$ cat src/shared/fault_pkg.sv
`default_nettype none
package fault_pkg;

  // ==========================================================================
  // Clocking and hold time
  // ==========================================================================
  localparam int CLK_HZ          = 50_000_000;
  localparam int HOLD_TIME_MS    = 10;
  localparam int HOLD_CYCLES     = (HOLD_TIME_MS * CLK_HZ) / 1000;
  localparam int HOLD_CNT_W      = 20;

  // ==========================================================================
  // Register map (byte addresses)
  // ==========================================================================
  localparam logic [11:0] CTRL_OFS     = 12'h000;
  localparam logic [11:0] STATUS_OFS   = 12'h004;
  localparam logic [11:0] DIAG_OFS     = 12'h008;
  localparam logic [11:0] IRQ_STAT_OFS = 12'h00C;
  localparam logic [11:0] IRQ_MASK_OFS = 12'h010;

  // Control register fields
  localparam int RUN_BIT           = 0;
  localparam int STOP_ON_FAULT_BIT = 1;
  localparam int RESTART_CTRL_BIT  = 2;
  localparam int INHIB_BIT = 3;
  localparam int CTRL_W    = 4;
  localparam logic [CTRL_W-1:0] CTRL_RST = 4'h0;

  // Status, diagnostic and interrupt layout (one bit per fault)
  localparam int F_SYS   = 0;
  localparam int F_MAIN_UV  = 1;
  localparam int F_LOGIC_UV = 2;
  localparam int F_OT    = 3;
  localparam int F_SYNC  = 4;
  localparam int F_BST   = 5;
  localparam int F_VDS   = 6;
  localparam int FAULT_W = 7;
  localparam logic [FAULT_W-1:0] FAULT_RST = 7'h00;

  // Bridge
  localparam int GATES   = 6;
  localparam int PHASES  = 3;
  localparam int SYNC_W  = 15;

endpackage
`default_nettype wire

$ cat src/shared/hold_if.sv
`timescale 1ns/1ps
`default_nettype none
interface hold_if;
  logic cond;
  logic rel_ok;
  logic hold;

  modport timer (input cond, input rel_ok, output hold);
  modport user  (output cond, output rel_ok, input hold);
endinterface
`default_nettype wire

$ cat src/hdl/sync_bank.sv
`timescale 1ns/1ps
`default_nettype none
module sync_bank #(
  parameter int W = 1
) (
  // Clock and reset
  input  wire logic         pclk,
  input  wire logic         presetn,
  // Data
  input  wire logic [W-1:0] async_in,
  output logic      [W-1:0] sync_out
);

  logic [W-1:0] meta_q;

  // ==========================================================================
  // Two-stage synchroniser, one per bit
  // ==========================================================================
  for (genvar i = 0; i < W; i++)
  begin : g_bit
    always_ff @(posedge pclk or negedge presetn)
    begin
      if (!presetn)
      begin
        meta_q[i]   <= 1'b0;
        sync_out[i] <= 1'b0;
      end
      else
      begin
        meta_q[i]   <= async_in[i];
        sync_out[i] <= meta_q[i];
      end
    end
  end

endmodule // sync_bank
`default_nettype wire

$ cat src/hdl/hold_timer.sv
`timescale 1ns/1ps
`default_nettype none
module hold_timer
  import fault_pkg::*;
#(
  parameter int HOLD_N = HOLD_CYCLES
) (
  // Clock and reset
  input  wire logic pclk,
  input  wire logic presetn,
  // Condition and hold
  hold_if.timer     hif
);

  logic [HOLD_CNT_W-1:0] cnt_q;
  logic                  active_q;

  // ==========================================================================
  // Hold stays up while the condition lasts or the host is in reset,
  // then for HOLD_N cycles more
  // ==========================================================================
  always_ff @(posedge pclk or negedge presetn)
  begin
    if (!presetn)
    begin
      cnt_q    <= '0;
      active_q <= 1'b0;
    end
    else if (hif.cond || (active_q && !hif.rel_ok))
    begin
      cnt_q    <= '0;
      active_q <= 1'b1;
    end
    else if (active_q)
    begin
      if (cnt_q == HOLD_CNT_W'(HOLD_N - 1))
        active_q <= 1'b0;
      else
        cnt_q <= cnt_q + 1'b1;
    end
  end

  assign hif.hold = hif.cond || active_q;

endmodule // hold_timer
`default_nettype wire

$ cat src/hdl/bridge_fault_response.sv
`timescale 1ns/1ps
`default_nettype none
// What this block does
// (RULE1) A disable-all response forces every gate drive low.
// (RULE2) Stop-on-fault clear: bootstrap or drain-source fault turns off one gate until PWM on.
// (RULE3) Serial clear only by status or diagnostic read while inhibit is 0.
// (RULE4) Host demand reset: demand to zero, then a new nonzero demand.
// (RULE5) Host run reset: run bit to 0, then back to 1.
// (RULE6) Logic-regulator undervoltage, or overtemperature with stop-on-fault, held 10 ms after release.
// (RULE7) Latched sync loss and stop-on-fault bridge faults clear on zero demand, run 0, serial read.
// (RULE8) Main-supply undervoltage, restart-control 0: outputs stay on, fault latches, same clears.
// (RULE9) Stop-on-fault set: bootstrap, drain-source, overtemperature disable all and latch.
// (RULE10) Restart-control 1: sync loss stops and restarts motor, no latch.
// (RULE11) System error disables all, latches, clears run; outputs return when run set again.
module bridge_fault_response
  import fault_pkg::*;
#(
  parameter int HOLD_N = HOLD_CYCLES
) (
  // Clock and reset
  input  wire logic                pclk,
  input  wire logic                presetn,
  // APB slave
  input  wire logic                psel,
  input  wire logic                penable,
  input  wire logic                pwrite,
  input  wire logic [11:0]         paddr,
  input  wire logic [31:0]         pwdata,
  input  wire logic [3:0]          pstrb,
  output logic      [31:0]         prdata,
  output logic                     pready,
  output logic                     pslverr,
  // Fault detectors (asynchronous)
  input  wire logic                sys_err,
  input  wire logic                main_supply_uv,
  input  wire logic                logic_regulator_uv,
  input  wire logic                overtemp,
  input  wire logic                sync_lost,
  input  wire logic [PHASES-1:0]   bootstrap_uv,
  input  wire logic [GATES-1:0]    vds_ov,
  input  wire logic                host_reset_out_n,
  // Drive loop (same clock)
  input  wire logic [GATES-1:0]    pwm_on,
  input  wire logic                demand_zero,
  input  wire logic [GATES-1:0]    gate_in,
  // Responses
  output logic      [GATES-1:0]    gate_out,
  output logic                     run,
  output logic                     stop_restart,
  output logic                     irq
);

  // ==========================================================================
  // Synchronised fault inputs
  // ==========================================================================
  logic [SYNC_W-1:0] raw;
  logic [SYNC_W-1:0] syn;
  logic              s_sys;
  logic              s_main_uv;
  logic              s_logic_uv;
  logic              s_ot;
  logic              s_sync;
  logic              s_host_rst_n;
  logic [PHASES-1:0] s_bst;
  logic [GATES-1:0]  s_vds;

  assign raw = {vds_ov, bootstrap_uv, host_reset_out_n, sync_lost, overtemp,
                logic_regulator_uv, main_supply_uv, sys_err};

  sync_bank #(.W(SYNC_W)) u_sync (
    .pclk     (pclk),
    .presetn  (presetn),
    .async_in (raw),
    .sync_out (syn)
  );

  assign s_sys    = syn[0];
  assign s_main_uv    = syn[1];
  assign s_logic_uv   = syn[2];
  assign s_ot         = syn[3];
  assign s_sync       = syn[4];
  assign s_host_rst_n = syn[5];
  assign s_bst        = syn[8:6];
  assign s_vds        = syn[SYNC_W-1:9];

  // ==========================================================================
  // Registers
  // ==========================================================================
  logic [CTRL_W-1:0]  ctrl_q;
  logic [FAULT_W-1:0] lat_q;
  logic [FAULT_W-1:0] irq_stat_q;
  logic [FAULT_W-1:0] irq_mask_q;
  logic [FAULT_W-1:0] status;
  logic [FAULT_W-1:0] status_prev_q;
  logic [FAULT_W-1:0] diag;
  logic [31:0]        prdata_q;
  logic               err_q;
  logic               sys_prev_q;
  logic               sys_dis_q;
  logic               stop_en;
  logic               restart_en;
  logic               inhibit;
  logic               setup;
  logic               access;
  logic               wr;
  logic               rd;
  logic               run_wr_one;
  logic               ser_clear;
  logic               host_clear;
  logic               sys_rise;
  logic               hold_all;
  logic               bst_any;
  logic               vds_any;
  logic               dis_all;
  logic [GATES-1:0]   pg_fault;
  logic [GATES-1:0]   gate_off_q;
  logic [GATES-1:0]   gate_q;
  logic [FAULT_W-1:0] lat_set;
  logic [FAULT_W-1:0] lat_clr;

  assign stop_en    = ctrl_q[STOP_ON_FAULT_BIT];
  assign restart_en = ctrl_q[RESTART_CTRL_BIT];
  assign inhibit = ctrl_q[INHIB_BIT];
  assign run     = ctrl_q[RUN_BIT];

  // ==========================================================================
  // APB slave: zero wait states, read data captured in the setup cycle
  // ==========================================================================
  assign setup  = psel && !penable;
  assign access = psel && penable;
  assign pready = 1'b1;
  assign wr     = access && pwrite;
  assign rd     = access && !pwrite;
  assign prdata = prdata_q;
  assign pslverr = access && err_q;

  always_ff @(posedge pclk or negedge presetn)
  begin
    if (!presetn)
    begin
      prdata_q <= 32'h0000_0000;
      err_q    <= 1'b0;
    end
    else if (setup)
    begin
      prdata_q <= 32'h0000_0000;
      err_q    <= 1'b0;
      if (paddr == CTRL_OFS)
        prdata_q[CTRL_W-1:0] <= ctrl_q;
      else if (paddr == STATUS_OFS)
        prdata_q[FAULT_W-1:0] <= status;
      else if (paddr == DIAG_OFS)
        prdata_q[FAULT_W-1:0] <= diag;
      else if (paddr == IRQ_STAT_OFS)
        prdata_q[FAULT_W-1:0] <= irq_stat_q;
      else if (paddr == IRQ_MASK_OFS)
        prdata_q[FAULT_W-1:0] <= irq_mask_q;
      else
        err_q <= 1'b1;
    end
  end

  // A status or diagnostic read is the serial clear, unless inhibited
  assign ser_clear = rd && !inhibit && ((paddr == STATUS_OFS) || (paddr == DIAG_OFS)); // RULE3

  // Zero demand, a cleared run bit or a serial clear release the main-supply, sync and bridge latches
  assign host_clear = demand_zero || !run || ser_clear; // RULE7 RULE8

  // ==========================================================================
  // Control register; a fresh system error drops the run bit
  // ==========================================================================
  assign sys_rise   = s_sys && !sys_prev_q;
  assign run_wr_one = wr && (paddr == CTRL_OFS) && pstrb[0] && pwdata[RUN_BIT];

  always_ff @(posedge pclk or negedge presetn)
  begin
    if (!presetn)
    begin
      ctrl_q     <= CTRL_RST;
      sys_prev_q <= 1'b0;
    end
    else
    begin
      sys_prev_q <= s_sys;
      if (wr && (paddr == CTRL_OFS) && pstrb[0])
        ctrl_q <= pwdata[CTRL_W-1:0];
      // Fault wins over a run write in the same cycle; a later run write restarts even while the error stays high
      if (sys_rise)
        ctrl_q[RUN_BIT] <= 1'b0; // RULE11
    end
  end

  // System error keeps the bridge off until software sets run again
  always_ff @(posedge pclk or negedge presetn)
  begin
    if (!presetn)
      sys_dis_q <= 1'b0;
    else if (sys_rise)
      sys_dis_q <= 1'b1; // RULE11
    else if (run_wr_one)
      sys_dis_q <= 1'b0; // RULE11
  end

  // ==========================================================================
  // Supervisory hold after regulator trouble, or overtemperature under stop on fault
  // ==========================================================================
  hold_if hif ();

  assign hif.cond   = s_logic_uv || (stop_en && s_ot); // RULE6
  assign hif.rel_ok = s_host_rst_n;
  assign hold_all   = hif.hold;

  hold_timer #(.HOLD_N(HOLD_N)) u_hold (
    .pclk    (pclk),
    .presetn (presetn),
    .hif     (hif)
  );

  // ==========================================================================
  // Latched faults; an event in the clearing cycle is kept
  // ==========================================================================
  assign bst_any = |s_bst;
  assign vds_any = |s_vds;

  always_comb
  begin
    lat_set             = '0;
    lat_set[F_SYS]      = s_sys;                        // RULE11
    lat_set[F_MAIN_UV]  = s_main_uv && !restart_en;     // RULE8
    lat_set[F_LOGIC_UV] = s_logic_uv;
    lat_set[F_OT]       = s_ot && stop_en;              // RULE9
    lat_set[F_SYNC]     = s_sync && !restart_en;        // RULE7
    lat_set[F_BST]      = bst_any && stop_en;           // RULE9
    lat_set[F_VDS]      = vds_any && stop_en;           // RULE9
    lat_clr             = {FAULT_W{host_clear}};
    lat_clr[F_SYS]      = 1'b0;                         // RULE11
    lat_clr[F_LOGIC_UV] = !hold_all;                    // RULE6
    lat_clr[F_OT]   = !hold_all;                     // RULE6
  end

  always_ff @(posedge pclk or negedge presetn)
  begin
    if (!presetn)
      lat_q <= FAULT_RST;
    else
      lat_q <= lat_set | (lat_q & ~lat_clr);
  end

  // Unlatched faults show their live condition
  always_comb
  begin
    status          = lat_q;
    status[F_MAIN_UV] = lat_q[F_MAIN_UV] | (restart_en && s_main_uv);
    status[F_OT]      = lat_q[F_OT] | s_ot;
    status[F_SYNC]    = lat_q[F_SYNC] | (restart_en && s_sync);
    status[F_BST]   = lat_q[F_BST] | bst_any;
    status[F_VDS]   = lat_q[F_VDS] | vds_any;
  end

  assign diag = {vds_any, bst_any, s_sync, s_ot, s_logic_uv, s_main_uv, s_sys};

  // ==========================================================================
  // Gate drive
  // ==========================================================================
  // Main-supply undervoltage is left out on purpose: outputs stay enabled
  assign dis_all = sys_dis_q || hold_all || lat_q[F_SYNC] || (restart_en && s_sync) // RULE8 RULE10
                || lat_q[F_BST] || lat_q[F_VDS] || lat_q[F_OT]
                || (stop_en && (bst_any || vds_any || s_ot));                          // RULE9

  assign stop_restart = restart_en && s_sync; // RULE10

  // Per-gate switch-off; even gates are high side and see bootstrap faults
  for (genvar g = 0; g < GATES; g++)
  begin : g_gate
    if (g % 2 == 0)
    begin : g_hi
      assign pg_fault[g] = s_vds[g] || s_bst[g/2];
    end
    else
    begin : g_lo
      assign pg_fault[g] = s_vds[g];
    end

    always_ff @(posedge pclk or negedge presetn)
    begin
      if (!presetn)
        gate_off_q[g] <= 1'b0;
      else if (!stop_en && pg_fault[g])
        gate_off_q[g] <= 1'b1; // RULE2
      else if (pwm_on[g] || stop_en)
        gate_off_q[g] <= 1'b0; // RULE2
    end
  end

  always_ff @(posedge pclk or negedge presetn)
  begin
    if (!presetn)
      gate_q <= '0;
    else if (dis_all)
      gate_q <= '0; // RULE1
    else
      gate_q <= gate_in & ~gate_off_q & ~({GATES{!stop_en}} & pg_fault); // RULE2
  end

  assign gate_out = gate_q;

  // ==========================================================================
  // Interrupts: sticky on a rising status bit, write one to clear
  // ==========================================================================
  always_ff @(posedge pclk or negedge presetn)
  begin
    if (!presetn)
    begin
      irq_stat_q    <= FAULT_RST;
      irq_mask_q    <= FAULT_RST;
      status_prev_q <= FAULT_RST;
    end
    else
    begin
      status_prev_q <= status;
      if (wr && (paddr == IRQ_MASK_OFS) && pstrb[0])
        irq_mask_q <= pwdata[FAULT_W-1:0];
      if (wr && (paddr == IRQ_STAT_OFS) && pstrb[0])
        irq_stat_q <= (irq_stat_q & ~pwdata[FAULT_W-1:0]) | (status & ~status_prev_q);
      else
        irq_stat_q <= irq_stat_q | (status & ~status_prev_q);
    end
  end

  assign irq = |(irq_stat_q & irq_mask_q);

endmodule // bridge_fault_response
`default_nettype wire

$ cat config.mk
export PLATFORM = sky130hd
export DESIGN_NAME = bridge_fault_response
export DESIGN_NICKNAME = d
export VERILOG_FILES = /design/src/shared/fault_pkg.sv /design/src/shared/hold_if.sv /design/src/hdl/sync_bank.sv /design/src/hdl/hold_timer.sv /design/src/hdl/bridge_fault_response.sv
export SDC_FILE = /design/constraint.sdc
export NUM_CORES = 1
export LEC_CHECK = 0
export ABC_AREA = 1
export BUFFER_PORTS_ARGS = -buffer_cell sky130_fd_sc_hd__buf_4
export CAP_MARGIN = 0
export CORE_ASPECT_RATIO = 0.6
export CORE_MARGIN = 8
export CORE_UTILIZATION = 53
export DETAILED_ROUTE_END_ITERATION = 10
export GPL_ROUTABILITY_DRIVEN = 1
export GPL_TIMING_DRIVEN = 0
export MAX_ROUTING_LAYER = met4
export PLACE_DENSITY_LB_ADDON = 0.1
export SLEW_MARGIN = 40
export SYNTH_ARGS = -nofsm -noshare
export SYNTH_HDL_FRONTEND = slang
export SYNTH_SLANG_ARGS = --single-unit
$ cat constraint.sdc
create_clock -name pclk -period 2.2 [get_ports pclk]
set_input_delay 0.22 -clock pclk [delete_from_list [all_inputs] [get_ports pclk]]
set_output_delay 0.22 -clock pclk [all_outputs]
set_load 0.03 [all_outputs]
==> results.toml <==
[yosys]
synthesis.area_per_instance_sq_um = 8.179
netlist_area_sq_um = 5030
synth-adder-area-share = 0.002488
synth_xor_area_frac = 0.006965
synth_area_leader_cell = "dfrtp_1"
synthSimpleGateAreaFrac = 0.2684
postSynthCellCount = 615
synth-warning-count = 0
synth-seq-cells = 105
ys_seq_area_frac = 0.5224
main_combinational_cell_family_by_area_after_synthesis = "simple AND/OR/NAND/NOR gates"
synth_cell_type_count = 38
synth-compound-area-share = 0.08905
synthTopCellsByArea = "dfrtp_1 (52%), nand2_1 (12%), nand3_1 (5.7%)"
post_synth_mux_area_share = 0
synthDominantCellAreaShare = 0.5224

[clock_tree]
cts-buffers-inserted = 9
cts_hold_buf = 16
post_cts_setup_buffers = 0
worstSkewPairLatency_ns = 0.35
clock_path_buffers = 2
cts_tree = "yes"
cts.reportedPaths.clkPinSlew_ns = 0.07
cts.root.buffer_cell = "clkbuf_16"
cts_htree_levels = 3
sinks_on_clock_net = 105
cts_resized = 0

[timing]
grt_setup_unrepaired = "false"
maxClockFrequency_ghz = 0.5187
setup_viol = 0
fin_tns_setup_ns = 0
final.min_clock_period_ns = 1.928
finalHoldViolations = 0
slew_violations = 0
worst_slew_margin_rel = 0.6260
min_period_over_period = 0.8763
skew_ns = 0.01013
tightestPinTransition_ns = 0.5611

[drt]
dr.pass1.iters = 7
vias = 4484
drcViolationCount = 0
vias_cell = 5.148
starting_drt_drc_count = 423
antenna_violating_nets_post_route = 0
wire_per_inst_microns = 15.22
postRouteWirelength_microns = 13260

[floorplan]
fp.dieArea_sq_um = 12970
ios = 124
rows = 27
core_area_sq_um = 9189
die-height_microns = 91.46
floorplan.initialDensity = 0.5474
dieWidth_microns = 141.8

[critical_path]
worst_r2r_endpoint = "u_hold.cnt_q[18]"
worst-setup-path-type = "register to register"
crit_family = "simple AND/OR/NAND/NOR gates"
critPathSlowestCell = "dfrtp_1"
worst-r2r-setup-slack_ns = 0.27
crit_chain = "ha_1 -> nand3_2 -> clkinv_2 -> nand4_1 -> nor2_2 -> nor2_4 -> inv_4 -> buf_6 -> nand2_1 -> o21ai_0"
critPathBufInv = 3
critPathMaxFanout = 10
ff2ff_path_depth = 10
startpoint_type = "register"
r2r-start = "u_hold.cnt_q[0]"
worst_ep_arrival_time_ns = 2.15
cpPeakStageDelay_ns = 0.44
crit_path_end_kind = "register"
worstPathRequired_ns = 2.42

[grt]
number_of_antenna_violations_at_the_first_check_in_global_routing = 0
global_route_wire_length_before_repair_microns = 22010
globalRoute.totalOverflow = 0
grt_pass1_vias = 4311
global_route_total_usage_across_every_layer = 0.2196
largest_net_degree_at_the_start_of_global_routing = 106

[cells_and_area]
areaGrowthSynthToFinish_pct = 26.00
antenna_cells = 0
highest_count_cells_in_the_layout_ignoring_fill_and_taps = "nand2_1 (166), dfrtp_1 (105), buf_4 (96)"
fillerInstances = 742
layout.cells.most_common = "nand2_1"
layout.nets = 818
layout-drive-gt1-share = 0.1930

[placed_design]
gp_congestion = 0.9555
dp_hpwl_microns = 9884
numPortBuffers = 69

[worst_hold_path]
hold_path.class = "primary input to register"
worst_hold_path.endpoint = "gate_off_q[1]"
holdPathStages = 2
min-delay-start = "pwm_on[1]"

[power]
totalPowerFinal_w = 0.004105
power_per_cell_area_nw_per_um2 = 647.8
max_ir_drop_vdd_uv = 408.6
total_leakage_power_nw = 3.195

[run_status]
status = "finished, final reports clean"

[flow_run]
max-cap-violations = 0
worst register-to-register path, cell delays in order, from the launching register on:
cell      delay (ns)
dfrtp_1         0.44
ha_1            0.34
nand3_2         0.13
clkinv_2        0.11
nand4_1         0.12
nor2_2          0.06
nor2_4          0.21
inv_4           0.10
buf_6           0.16
nand2_1         0.05
o21ai_0         0.08
stage by stage:
stage,instance area [sq um],setup WS [ns],hold WS [ns],util,cells
CTS,6310,0.2680,0.04427,0.6867,870
global route,6337,0.1449,0.04368,0.6897,871
floorplan,5120,0.6161,-0.07559,-,639
finish,6337,0.2722,0.04970,0.6897,871
global placement,5801,0.3160,0.3301,0.6313,838
detailed placement,5808,0.2795,0.3174,0.6321,838
worst max path at each step:
stage / from / end / slack, ns / cells after the start
final: u_hold.cnt_q[0] / u_hold.cnt_q[18] / 0.27 / 10
after global routing: u_hold.cnt_q[0] / u_hold.cnt_q[18] / 0.14 / 10
after CTS: u_hold.cnt_q[0] / u_hold.cnt_q[18] / 0.27 / 10
after detailed placement: u_hold.cnt_q[0] / u_hold.cnt_q[18] / 0.28 / 10
after global placement: u_hold.cnt_q[0] / u_hold.cnt_q[18] / 0.32 / 10
after floorplan: u_hold.cnt_q[0] / u_hold.cnt_q[19] / 0.62 / 10
cell families after synthesis:
| group | after synthesis |
|---|---|
| AND/OR/NAND/NOR | 317 |
| buffers and inverters | 110 |
| adder cells (fa/ha/maj) | 1 |
| flip-flops | 105 |
| AO/OA/AOI/OAI | 76 |
| other | 2 |
| XOR/XNOR | 4 |
final cells by class:
class | count | area (sq um) | share of cell area
Inverter | 76 | 289.0 | 0.04561
Clock inverter | 6 | 102.6 | 0.01619
Buffer | 34 | 260.3 | 0.04107
Tap cell | 130 | 162.7 | 0.02567
Multi-Input combinational cell | 424 | 1943 | 0.3066
Sequential cell | 105 | 2628 | 0.4146
Clock buffer | 10 | 239.0 | 0.03771
Timing Repair Buffer | 86 | 713.2 | 0.1125
sequential cells by signal, indices dropped and copies added, names as in the netlist, 4 cells and up:
name             count
status_prev_q        7
u_hold.cnt_q        20
prdata               7
u_sync.meta_q       15
gate_off_q           6
ctrl_q               4
irq_stat_q           7
lat_q                7
gate_out             6
irq_mask_q           7
u_sync.sync_out     15
report_power, final:
group / switching (W) / internal, W / leakage [nW]
registers: 0.0000209 / 0.00197 / 1.28
logic: 0.000194 / 0.000141 / 1.75
clock network: 0.000731 / 0.00104 / 0.166
cell usage after synthesis (all sizes together):
master,instances
nand2,167
dfrtp,105
inv,74
nor2,71
nand3,58
o21ai,56
buf,33
nand4,11
o31ai,7
a21oi,4
nand3b,4
xor2,4
o21bai,3
or2,3
a31oi,2
clkinv,2
conb,2
nor3,2
a21boi,1
a21o,1
a221oi,1
clkbuf,1
ha,1
nor4,1
o22ai,1
routing by layer:
layer	share of wire	wire (microns)	vias to the layer above	track usage
li1	-	-	2155	-
met4	0.0069	91	0	0.04711
met3	0.11	1489	10	0.07419
met5	0	0	-	-
met1	0.48	6411	2114	0.3164
met2	0.40	5263	205	0.2882
(Power assumes the default switching activity.)
